$ cat src/pkg/insn_exec_map.vh
`ifndef INSN_EXEC_MAP_VH
`define INSN_EXEC_MAP_VH

// ----------------------------------------
// Instruction word fields
// ----------------------------------------
`define IW_MSB 11
`define IW_ADDR_MSB 4
`define IW_DEST_BIT 5
`define IW_OPC_MSB 11
`define IW_OPC_LSB 6

// ----------------------------------------
// Opcode patterns, upper six bits; the sleep code is the whole 12-bit word
// ----------------------------------------
`define OPC_ROTATE_RIGHT 6'h0c
`define OPC_SUBTRACT 6'h02
`define CODE_SLEEP 12'h003

// ----------------------------------------
// Reset and load values, and bit positions
// ----------------------------------------
`define ZERO_BYTE 8'h00
`define WATCHDOG_LOAD 8'h00
`define NIBBLE_MSB 3
`define ROT_CARRY_BIT 0

`endif

$ cat src/core/subtract_unit.v
`include "insn_exec_map.vh"

// Combinational file minus accumulator with borrow-style flags
module subtract_unit #(
  parameter WIDTH = 8
) (
  input wire [WIDTH-1:0] file_in,
  input wire [WIDTH-1:0] acc_in,
  output wire [WIDTH-1:0] diff_out,
  output wire carry_out,
  output wire digit_carry_out,
  output wire zero_out
);

  wire [WIDTH:0] sum;
  wire [4:0] low_sum;

  // Two's complement: f + ~w + 1; carry set means no borrow
  assign sum = {1'b0, file_in} + {1'b0, ~acc_in} + {{WIDTH{1'b0}}, 1'b1};
  assign low_sum = {1'b0, file_in[`NIBBLE_MSB:0]}
                 + {1'b0, ~acc_in[`NIBBLE_MSB:0]} + 5'h01;
  assign diff_out = sum[WIDTH-1:0];
  assign carry_out = sum[WIDTH];
  assign digit_carry_out = low_sum[4];
  assign zero_out = (sum[WIDTH-1:0] == {WIDTH{1'b0}});

endmodule

$ cat src/core/rotate_subtract_sleep_exec.v
// Summary of operation
// - Rotate and subtract take a file address 0..31 and a destination bit.
// - Rotate right decodes from 0011 00df ffff and may change only carry.
// - Rotate right shifts toward bit 0; old carry to bit 7, bit 0 to carry.
// - Rotate result goes to the accumulator for d=0, to the file for d=1.
// - Sleep decodes only from the exact code 0000 0000 0011, no operands.
// - Sleep sets expiry, clears sleep entered, leaves the wake flag alone.
// - Sleep loads the watchdog counter with 00h and clears its prescaler.
// - Sleep stops the oscillator and halts execution until a wake condition.
// - Subtract, 0000 10df ffff, gives file minus accumulator; sets C, DC, Z.
// - Subtract result goes to the accumulator for d=0, to the file for d=1.
// - After subtract carry is 1 for a zero or positive result, 0 on borrow.
`include "insn_exec_map.vh"

module rotate_subtract_sleep_exec #(
  parameter WIDTH = 8,
  parameter ADDR_W = 5
) (
  input wire mclk_in,
  input wire reset_n_in,
  input wire clk_en_in,
  input wire insn_valid_in,
  input wire [`IW_MSB:0] insn_word_in,
  input wire [WIDTH-1:0] file_data_in,
  input wire [WIDTH-1:0] acc_in,
  input wire carry_in,
  input wire wake_in,
  output reg [ADDR_W-1:0] file_addr_out,
  output reg [WIDTH-1:0] result_out,
  output reg acc_we_out,
  output reg file_we_out,
  output reg carry_we_out,
  output reg carry_out,
  output reg dc_z_we_out,
  output reg digit_carry_out,
  output reg zero_out,
  output reg status_we_out,
  output reg expiry_status_bit_out,
  output reg sleep_entered_bit_out,
  output reg watchdog_clear_out,
  output reg watchdog_counter_out,
  output reg osc_stop_out,
  output reg sleeping_out,
  output reg done_out
);

  // ----------------------------------------
  // Decode
  // ----------------------------------------
  // One-hot: two flops, one per state, tell run from sleep
  localparam ST_RUN = 2'b01;
  localparam ST_SLEEP = 2'b10;

  reg [1:0] state_ff;
  reg [1:0] nxt_state;
  wire [5:0] opc;
  wire dest;
  wire [ADDR_W-1:0] faddr;
  wire is_rotate;
  wire is_sub;
  wire is_sleep;
  wire go;
  wire [WIDTH-1:0] rot_val;
  wire [WIDTH-1:0] diff;
  wire sub_c;
  wire sub_dc;
  wire sub_z;
  wire any_alu;
  wire [WIDTH-1:0] nxt_result;
  wire nxt_carry;
  wire stay_asleep;

  assign opc = insn_word_in[`IW_OPC_MSB:`IW_OPC_LSB];
  assign dest = insn_word_in[`IW_DEST_BIT];
  assign faddr = insn_word_in[`IW_ADDR_MSB:0];
  // Words that arrive while asleep are dropped, not held
  assign go = insn_valid_in & (state_ff == ST_RUN);
  assign is_rotate = go & (opc == `OPC_ROTATE_RIGHT);
  assign is_sub = go & (opc == `OPC_SUBTRACT);
  // Whole-word compare: other codes of the same group must not sleep
  assign is_sleep = go & (insn_word_in == `CODE_SLEEP);
  assign any_alu = is_rotate | is_sub;

  // ----------------------------------------
  // Rotate right through carry
  // ----------------------------------------
  // Each bit takes its upper neighbour; the top bit takes the old carry
  genvar bit_i;
  generate
    for (bit_i = 0; bit_i < WIDTH; bit_i = bit_i + 1) begin : g_rot
      if (bit_i == WIDTH - 1) begin : g_top
        assign rot_val[bit_i] = carry_in;
      end else begin : g_low
        assign rot_val[bit_i] = file_data_in[bit_i + 1];
      end
    end
  endgenerate

  // ----------------------------------------
  // Subtract and result select
  // ----------------------------------------
  // Both results are formed every cycle; the decode picks one
  subtract_unit #(
    .WIDTH(WIDTH)
  ) u_sub (
    .file_in(file_data_in),
    .acc_in(acc_in),
    .diff_out(diff),
    .carry_out(sub_c),
    .digit_carry_out(sub_dc),
    .zero_out(sub_z)
  );

  assign nxt_result = is_rotate ? rot_val : diff;
  assign nxt_carry = is_rotate ? file_data_in[`ROT_CARRY_BIT] : sub_c;

  // ----------------------------------------
  // Sleep state
  // ----------------------------------------
  always @* begin
    case (state_ff)
      ST_RUN: begin
        nxt_state = is_sleep ? ST_SLEEP : ST_RUN;
      end
      ST_SLEEP: begin
        nxt_state = wake_in ? ST_RUN : ST_SLEEP;
      end
      default: begin
        nxt_state = ST_RUN;
      end
    endcase
  end

  // ----------------------------------------
  // Sleep state register
  // ----------------------------------------
  // Frozen with the clock enable, like every other register here
  always @(posedge mclk_in or negedge reset_n_in) begin
    if (!reset_n_in) begin
      state_ff <= ST_RUN;
    end else if (clk_en_in) begin
      state_ff <= nxt_state;
    end
  end

  // ----------------------------------------
  // Write strobes
  // ----------------------------------------
  // One enabled cycle each; the core must act on them at once
  always @(posedge mclk_in or negedge reset_n_in) begin
    if (!reset_n_in) begin
      file_addr_out <= {ADDR_W{1'b0}};
      acc_we_out <= 1'b0;
      file_we_out <= 1'b0;
      carry_we_out <= 1'b0;
      dc_z_we_out <= 1'b0;
      done_out <= 1'b0;
    end else if (clk_en_in) begin
      file_addr_out <= faddr;
      acc_we_out <= any_alu & ~dest;
      file_we_out <= any_alu & dest;
      // Rotate leaves DC and Z alone, so only carry is written
      carry_we_out <= any_alu;
      dc_z_we_out <= is_sub;
      done_out <= any_alu | is_sleep;
    end
  end

  // ----------------------------------------
  // Result and arithmetic flags
  // ----------------------------------------
  // Held between instructions so a late write-back still reads them
  always @(posedge mclk_in or negedge reset_n_in) begin
    if (!reset_n_in) begin
      result_out <= `ZERO_BYTE;
      carry_out <= 1'b0;
      digit_carry_out <= 1'b0;
      zero_out <= 1'b0;
    end else if (clk_en_in) begin
      if (any_alu) begin
        result_out <= nxt_result;
        carry_out <= nxt_carry;
      end
      if (is_sub) begin
        digit_carry_out <= sub_dc;
        zero_out <= sub_z;
      end
    end
  end

  // ----------------------------------------
  // Sleep entry and watchdog
  // ----------------------------------------
  // Limitation: wake is only seen on a clock edge, so the core must keep
  // this block clocked while its main oscillator is stopped
  assign stay_asleep = (nxt_state == ST_SLEEP);

  always @(posedge mclk_in or negedge reset_n_in) begin
    if (!reset_n_in) begin
      status_we_out <= 1'b0;
      expiry_status_bit_out <= 1'b0;
      sleep_entered_bit_out <= 1'b0;
      watchdog_clear_out <= 1'b0;
      watchdog_counter_out <= 1'b0;
      osc_stop_out <= 1'b0;
      sleeping_out <= 1'b0;
    end else if (clk_en_in) begin
      // Wake flag has no port here, so sleep cannot disturb it
      status_we_out <= is_sleep;
      watchdog_clear_out <= is_sleep;
      // Counter load pulse: the core loads 00h on this strobe
      watchdog_counter_out <= is_sleep;
      if (is_sleep) begin
        expiry_status_bit_out <= 1'b1;
        sleep_entered_bit_out <= 1'b0;
      end
      osc_stop_out <= stay_asleep;
      sleeping_out <= stay_asleep;
    end
  end

endmodule

$ cat config.mk
export PLATFORM = sky130hd
export DESIGN_NAME = rotate_subtract_sleep_exec
export DESIGN_NICKNAME = d
export VERILOG_FILES = /design/src/core/subtract_unit.v /design/src/core/rotate_subtract_sleep_exec.v
export VERILOG_INCLUDE_DIRS = /design/src /design/src/pkg
export SDC_FILE = /design/constraint.sdc
export NUM_CORES = 1
export LEC_CHECK = 0
export BUFFER_PORTS_ARGS = -buffer_cell sky130_fd_sc_hd__buf_2
export CAP_MARGIN = 15
export CORE_AREA = 2 2 66 68
export CTS_BUF_LIST = sky130_fd_sc_hd__clkbuf_16
export CTS_CLUSTER_DIAMETER = 80
export DETAILED_ROUTE_END_ITERATION = 10
export DIE_AREA = 0 0 68 70
export PLACE_DENSITY = 0.63
export SLEW_MARGIN = 30
export SYNTH_ARGS = -nofsm -noshare
export SYNTH_HDL_FRONTEND = slang
export SYNTH_SLANG_ARGS = --single-unit
$ cat constraint.sdc
create_clock -name mclk_in -period 2.9 [get_ports mclk_in]
set_clock_uncertainty 0.05 [all_clocks]
set_input_delay 0.58 -clock mclk_in [delete_from_list [all_inputs] [get_ports mclk_in]]
set_output_delay 0.58 -clock mclk_in [all_outputs]
set_load 0.005 [all_outputs]
### After elaboration in Yosys (flattened, before gate mapping)

Index checks and enable logic that the tools add are counted.

| storage, ports and cells | value |
|---|---|
| register bits after elaboration | 26 |
| bits in latches | 0 |
| RAM bits | 0 |
| bits in read-only memories | 0 |
| input port bits | 34 |
| output and inout port bits | 28 |
| word-level logic and storage cells | 44 |
| memories kept | 0 |

| operators by class | value |
|---|---|
| $add $sub $neg | 4 |
| multiply operators | 0 |
| divide/modulo/power cells | 0 |
| magnitude comparators | 0 |
| equal/unequal tests | 6 |
| shift operators | 0 |
| mux-type cells | 5 |
| bitwise logic cells | 11 |
| reductions and logical operators | 4 |

Operators with widths:

| operator | number |
|---|---|
| $eq A12 B2 Y1 const B | 1 |
| $add A8 B8 Y9 | 1 |
| $add A9 B1 Y9 const B | 1 |
| $logic_not A8 Y1 | 1 |
| $mux W8 | 1 |
| $not A8 Y8 | 1 |
| $and A1 B1 Y1 | 6 |
| $eq A6 B2 Y1 const B | 1 |
| $eq A6 B4 Y1 const B | 1 |
| $reduce_and A2 Y1 | 3 |
| $add A4 B4 Y5 | 1 |
| $add A5 B1 Y5 const B | 1 |
| $eq A2 B2 Y1 const B | 2 |
| $mux W2 | 2 |
| $not A4 Y4 | 1 |
| $pmux W2 S2 | 1 |
| $eq A2 B1 Y1 const B | 1 |
| $or A1 B1 Y1 | 2 |
| $mux W1 | 1 |
| $not A1 Y1 | 1 |

### Longest topological paths before layout

| depth | value |
|---|---|
| word-level depth | 6 |
| depth in mapped cells | 9 |

### Cells and area by module

Synthesis repeated with hierarchy kept, for this count alone.

| unflattened totals | value |
|---|---|
| cell total of the unflattened synthesis | 164 |
| area, all modules | 1654.1 um2 |

Modules (own cells, without submodules):

| module | times used | cells an instance | area an instance (um2) |
|---|---|---|---|
| rotate_subtract_sleep_exec | 1 | 114 | 1260.0 |
| subtract_unit | 1 | 50 | 394.1 |

### Least setup slack after synthesis

No wires, ideal clock.

| timing | value |
|---|---|
| kind | input to register |
| from | input port file_data_in[0] |
| to | register zero_out |
| arrival | 2013 ps |
| data required time | 2728 ps |
| setup slack | 715 ps |
| stages | 9 |
| buffers on the path | 0 |
| path through | inv_1 -> ha_1 -> fa_1 -> nor2b_1 -> o2111ai_1 -> nand2_1 -> xor2_1 -> nor2_1 -> a32o_1 |

| between the ends | value |
|---|---|
| cells in the longest elaborated chain, start to end | 3 |

RTL lines:

| what | RTL line | text |
|---|---|---|
| from (decl) | rotate_subtract_sleep_exec.v:24 | `input wire [WIDTH-1:0] file_data_in,` |
| $add A8 B8 Y9 | subtract_unit.v:19 | `assign sum = {1'b0, file_in} + {1'b0, ~acc_in} + {{WIDTH{1'b0}}, 1'b1};` |
| $add A9 B1 Y9 | subtract_unit.v:19 |  |
| $logic_not A8 Y1 | subtract_unit.v:25 | `assign zero_out = (sum[WIDTH-1:0] == {WIDTH{1'b0}});` |
| to (signal assigned) | rotate_subtract_sleep_exec.v:186 | `zero_out <= sub_z;` |
| to (decl) | rotate_subtract_sleep_exec.v:36 | `output reg zero_out,` |

Every way passes these cells.
A chain may end at the register's enable or synchronous reset.

### Worst setup path in the final report

Ends and elaborated chain as after synthesis.

==> impl_metrics.env <==
export IMPL_slew_violations=0
export IMPL_ant_nets=0
export IMPL_first_iter_violations=58
export IMPL_worst_setup_path_start_kind="primary input"
export IMPL_hp_class="in2async"
export IMPL_power_leakage_nw=1.09
export IMPL_period_share_pct=73.9
export IMPL_synth_top_cells_by_area="dfrtp_1 40%, ha_1 8.1%, o21ai_0 5.5%"
export IMPL_ys_flop_type="dfrtp_1"
export IMPL_path_clk_slew_ns=0.06
export IMPL_synth_edf_count=0
export IMPL_timing_hold_ws_ns=0.272
export IMPL_drive_above_1_share_pct=33.3
export IMPL_die_area_sq_um=4760
export IMPL_rows=24
export IMPL_slew_headroom_pct=58.5
export IMPL_p_per_area_nw_per_um2=458
export IMPL_cts_tree="done"
export IMPL_worstReg2RegStart="state_ff[0]"
export IMPL_vdd_ir_drop_max_uv=229
export IMPL_track_usage_pct=15.1
export IMPL_ios=62
export IMPL_die_w_um=68
export IMPL_drc=0
export IMPL_reg2reg_to="result_out[4]"
export IMPL_reg2reg_depth=6
export IMPL_setup_tns_ns=0
export IMPL_cts_hold_buf=0
export IMPL_cts_setup_buffers=0
export IMPL_wirelength_mm=3.42
export IMPL_first_pass_iters=4
export IMPL_via_per_inst=4.81
export IMPL_rsz0062_at_grt="no"
export IMPL_crit_type="in2reg"
export IMPL_async_flop_share_pct=100
export IMPL_dp_hpwl_mm=2.79
export IMPL_n_fill_cell=430
export IMPL_synthCells=168
export IMPL_critical_path_endpoint_type="flip-flop"
export IMPL_worst_slew_pin_slew_ns=0.618
export IMPL_max_cap_violations=0
export IMPL_grt_pass1_vias=1251
export IMPL_area_growth_pct=26.3
export IMPL_r2r_setup_slack_ns=0.87
export IMPL_finalCriticalPeriod_ns=2.14
export IMPL_syn_nets=213
export IMPL_num_vias=1331
export IMPL_yosysMostFrequentCell="dfrtp_1"
export IMPL_clockBufferDepth=2
export IMPL_h_tree_depth=1
export IMPL_post_cts_resized=0
export IMPL_status="finished clean"
export IMPL_diodes=0
export IMPL_fp_coreArea_sq_um=4140
export IMPL_final_nets=271
export IMPL_grt_max_degree=27
export IMPL_cts_root_buf="clkbuf_16"
export IMPL_syn_area_sq_um=1550
export IMPL_fmax_ghz=0.467
export IMPL_synth_seq_cells=26
export IMPL_arrival_ns=2.24
export IMPL_die_height_um=70
export IMPL_wire_per_inst_um=12.3
export IMPL_synthTopCellsByCount="25 x dfrtp_1, 21 x inv_1, 17 x o21ai_0, 15 x nand2_1, 10 x ha_1"
export IMPL_place_gp_congestion=0.788
export IMPL_finalHoldViolCount=0
export IMPL_antenna_found_initial=0
export IMPL_portBuffers=60
export IMPL_cts_made_buffers=3
export IMPL_cp_required_ns=3.00
export IMPL_yosysSeqAreaShare_pct=42.0
export IMPL_grt_ovfl_total=0
export IMPL_grt_pass1_wl_mm=5.62
export IMPL_worstSkewPairLatency_ns=0.25
export IMPL_synth_top_area_share_pct=40.3
export IMPL_synthDistinctLibCells=39
export IMPL_start_util_pct=37.5
export IMPL_clock_sinks=26
export IMPL_cp_max_fo=2
export IMPL_setup_viol=0
export IMPL_ys_warn_count=0
export IMPL_yosysTopAreaCell="dfrtp_1"
export IMPL_syn_area_per_cell_sq_um=9.24
## worst max-delay path: stages
cell       delay [ns]
buf_2            0.09
inv_1            0.04
ha_1             0.21
fa_1             0.40
nor2b_1          0.16
o2111ai_1        0.12
nand2_1          0.12
xor2_1           0.19
nor2_1           0.07
a32o_1           0.25
## how the worst max path moves through the flow
stage	start	to	slack, ns	cells past startpoint
floorplan	file_data_in[0]	zero_out	0.72	9
global placement	file_data_in[0]	zero_out	0.53	10
detailed placement	file_data_in[0]	zero_out	0.49	10
CTS	file_data_in[0]	zero_out	0.76	10
global route	file_data_in[0]	zero_out	0.58	10
finish	file_data_in[0]	zero_out	0.76	10
## state kept, by name, indices dropped and copies added, names as in the netlist
register,flops
file_addr_out,5
carry_we_out,1
dc_z_we_out,1
zero_out,1
result_out,8
state_ff,2
watchdog_counter_out,1
carry_out,1
digit_carry_out,1
expiry_status_bit_out,1
acc_we_out,1
file_we_out,1
done_out,1
osc_stop_out,1
## cell type report
| type | instances | area, sq um | area share [%] |
|---|---|---|---|
| clock inverter | 1 | 3.75 | 0.191 |
| inverter | 21 | 78.8 | 4.02 |
| sequential | 26 | 652 | 33.2 |
| multi-input combinational | 112 | 772 | 39.3 |
| clock buffer | 3 | 75.1 | 3.83 |
| timing repair buffer | 62 | 315 | 16.1 |
| tap | 52 | 65.1 | 3.32 |
## layer usage
metal	wire length [um]	vias to the layer above	GRT usage, %
li1	-	684	-
met1	1550	602	20.3
met2	1630	43	25.5
met3	204	2	1.61
met4	27	0	4.00
met5	0	-	0
## cells in the final DEF (no fill, tap or decap), types with 2 or more instances in the layout
| cell | count |
|---|---|
| buf_2 | 60 |
| dfrtp_1 | 25 |
| inv_1 | 21 |
| o21ai_0 | 17 |
| nand2_1 | 15 |
| ha_1 | 10 |
| nor2_1 | 8 |
| mux2_2 | 7 |
| a21oi_1 | 7 |
| nand3_1 | 4 |
| mux2i_1 | 4 |
| nor2b_1 | 3 |
| and3_1 | 3 |
| xor2_1 | 3 |
| nand2b_1 | 3 |
| clkbuf_16 | 3 |
| a21o_1 | 2 |
| or3_1 | 2 |
| xnor2_1 | 2 |
| nor4_1 | 2 |
| nand4_1 | 2 |
| nor3_1 | 2 |
| o22ai_1 | 2 |
| buf_4 | 2 |
## per-stage QoR
| stage | util, % | cells | power [mW] | setup slack (ns) | instance area [sq um] |
|---|---|---|---|---|---|
| after floorplan | - | 168 | 0.524 | 0.715 | 1550 |
| after global placement | 45.4 | 273 | 0.603 | 0.525 | 1880 |
| after detailed placement | 45.4 | 273 | 0.607 | 0.489 | 1880 |
| after CTS | 47.3 | 277 | 0.911 | 0.758 | 1960 |
| after global routing | 47.3 | 277 | 0.957 | 0.581 | 1960 |
| final | 47.3 | 277 | 0.899 | 0.757 | 1960 |
## cells by family (layout without fill, tap and decap cells)
family,count (synthesis),in the layout,synth area share (%)
flops,26,26,42.0
xor+xnor,5,5,2.82
other cells,1,1,0.242
simple gates,45,45,13.9
mux,11,11,7.66
fa+ha+maj,11,11,9.35
compound gates,39,39,15.7
buf+inv,30,87,8.30
## where the power goes
| group | internal [mW] | leakage (nW) | switching, mW |
|---|---|---|---|
| clock network | 0.184 | 0.0385 | 0.119 |
| logic | 0.0923 | 0.711 | 0.102 |
| registers | 0.390 | 0.345 | 0.0118 |
| total | 0.667 | 1.09 | 0.232 |
(Power assumes the default switching activity.)
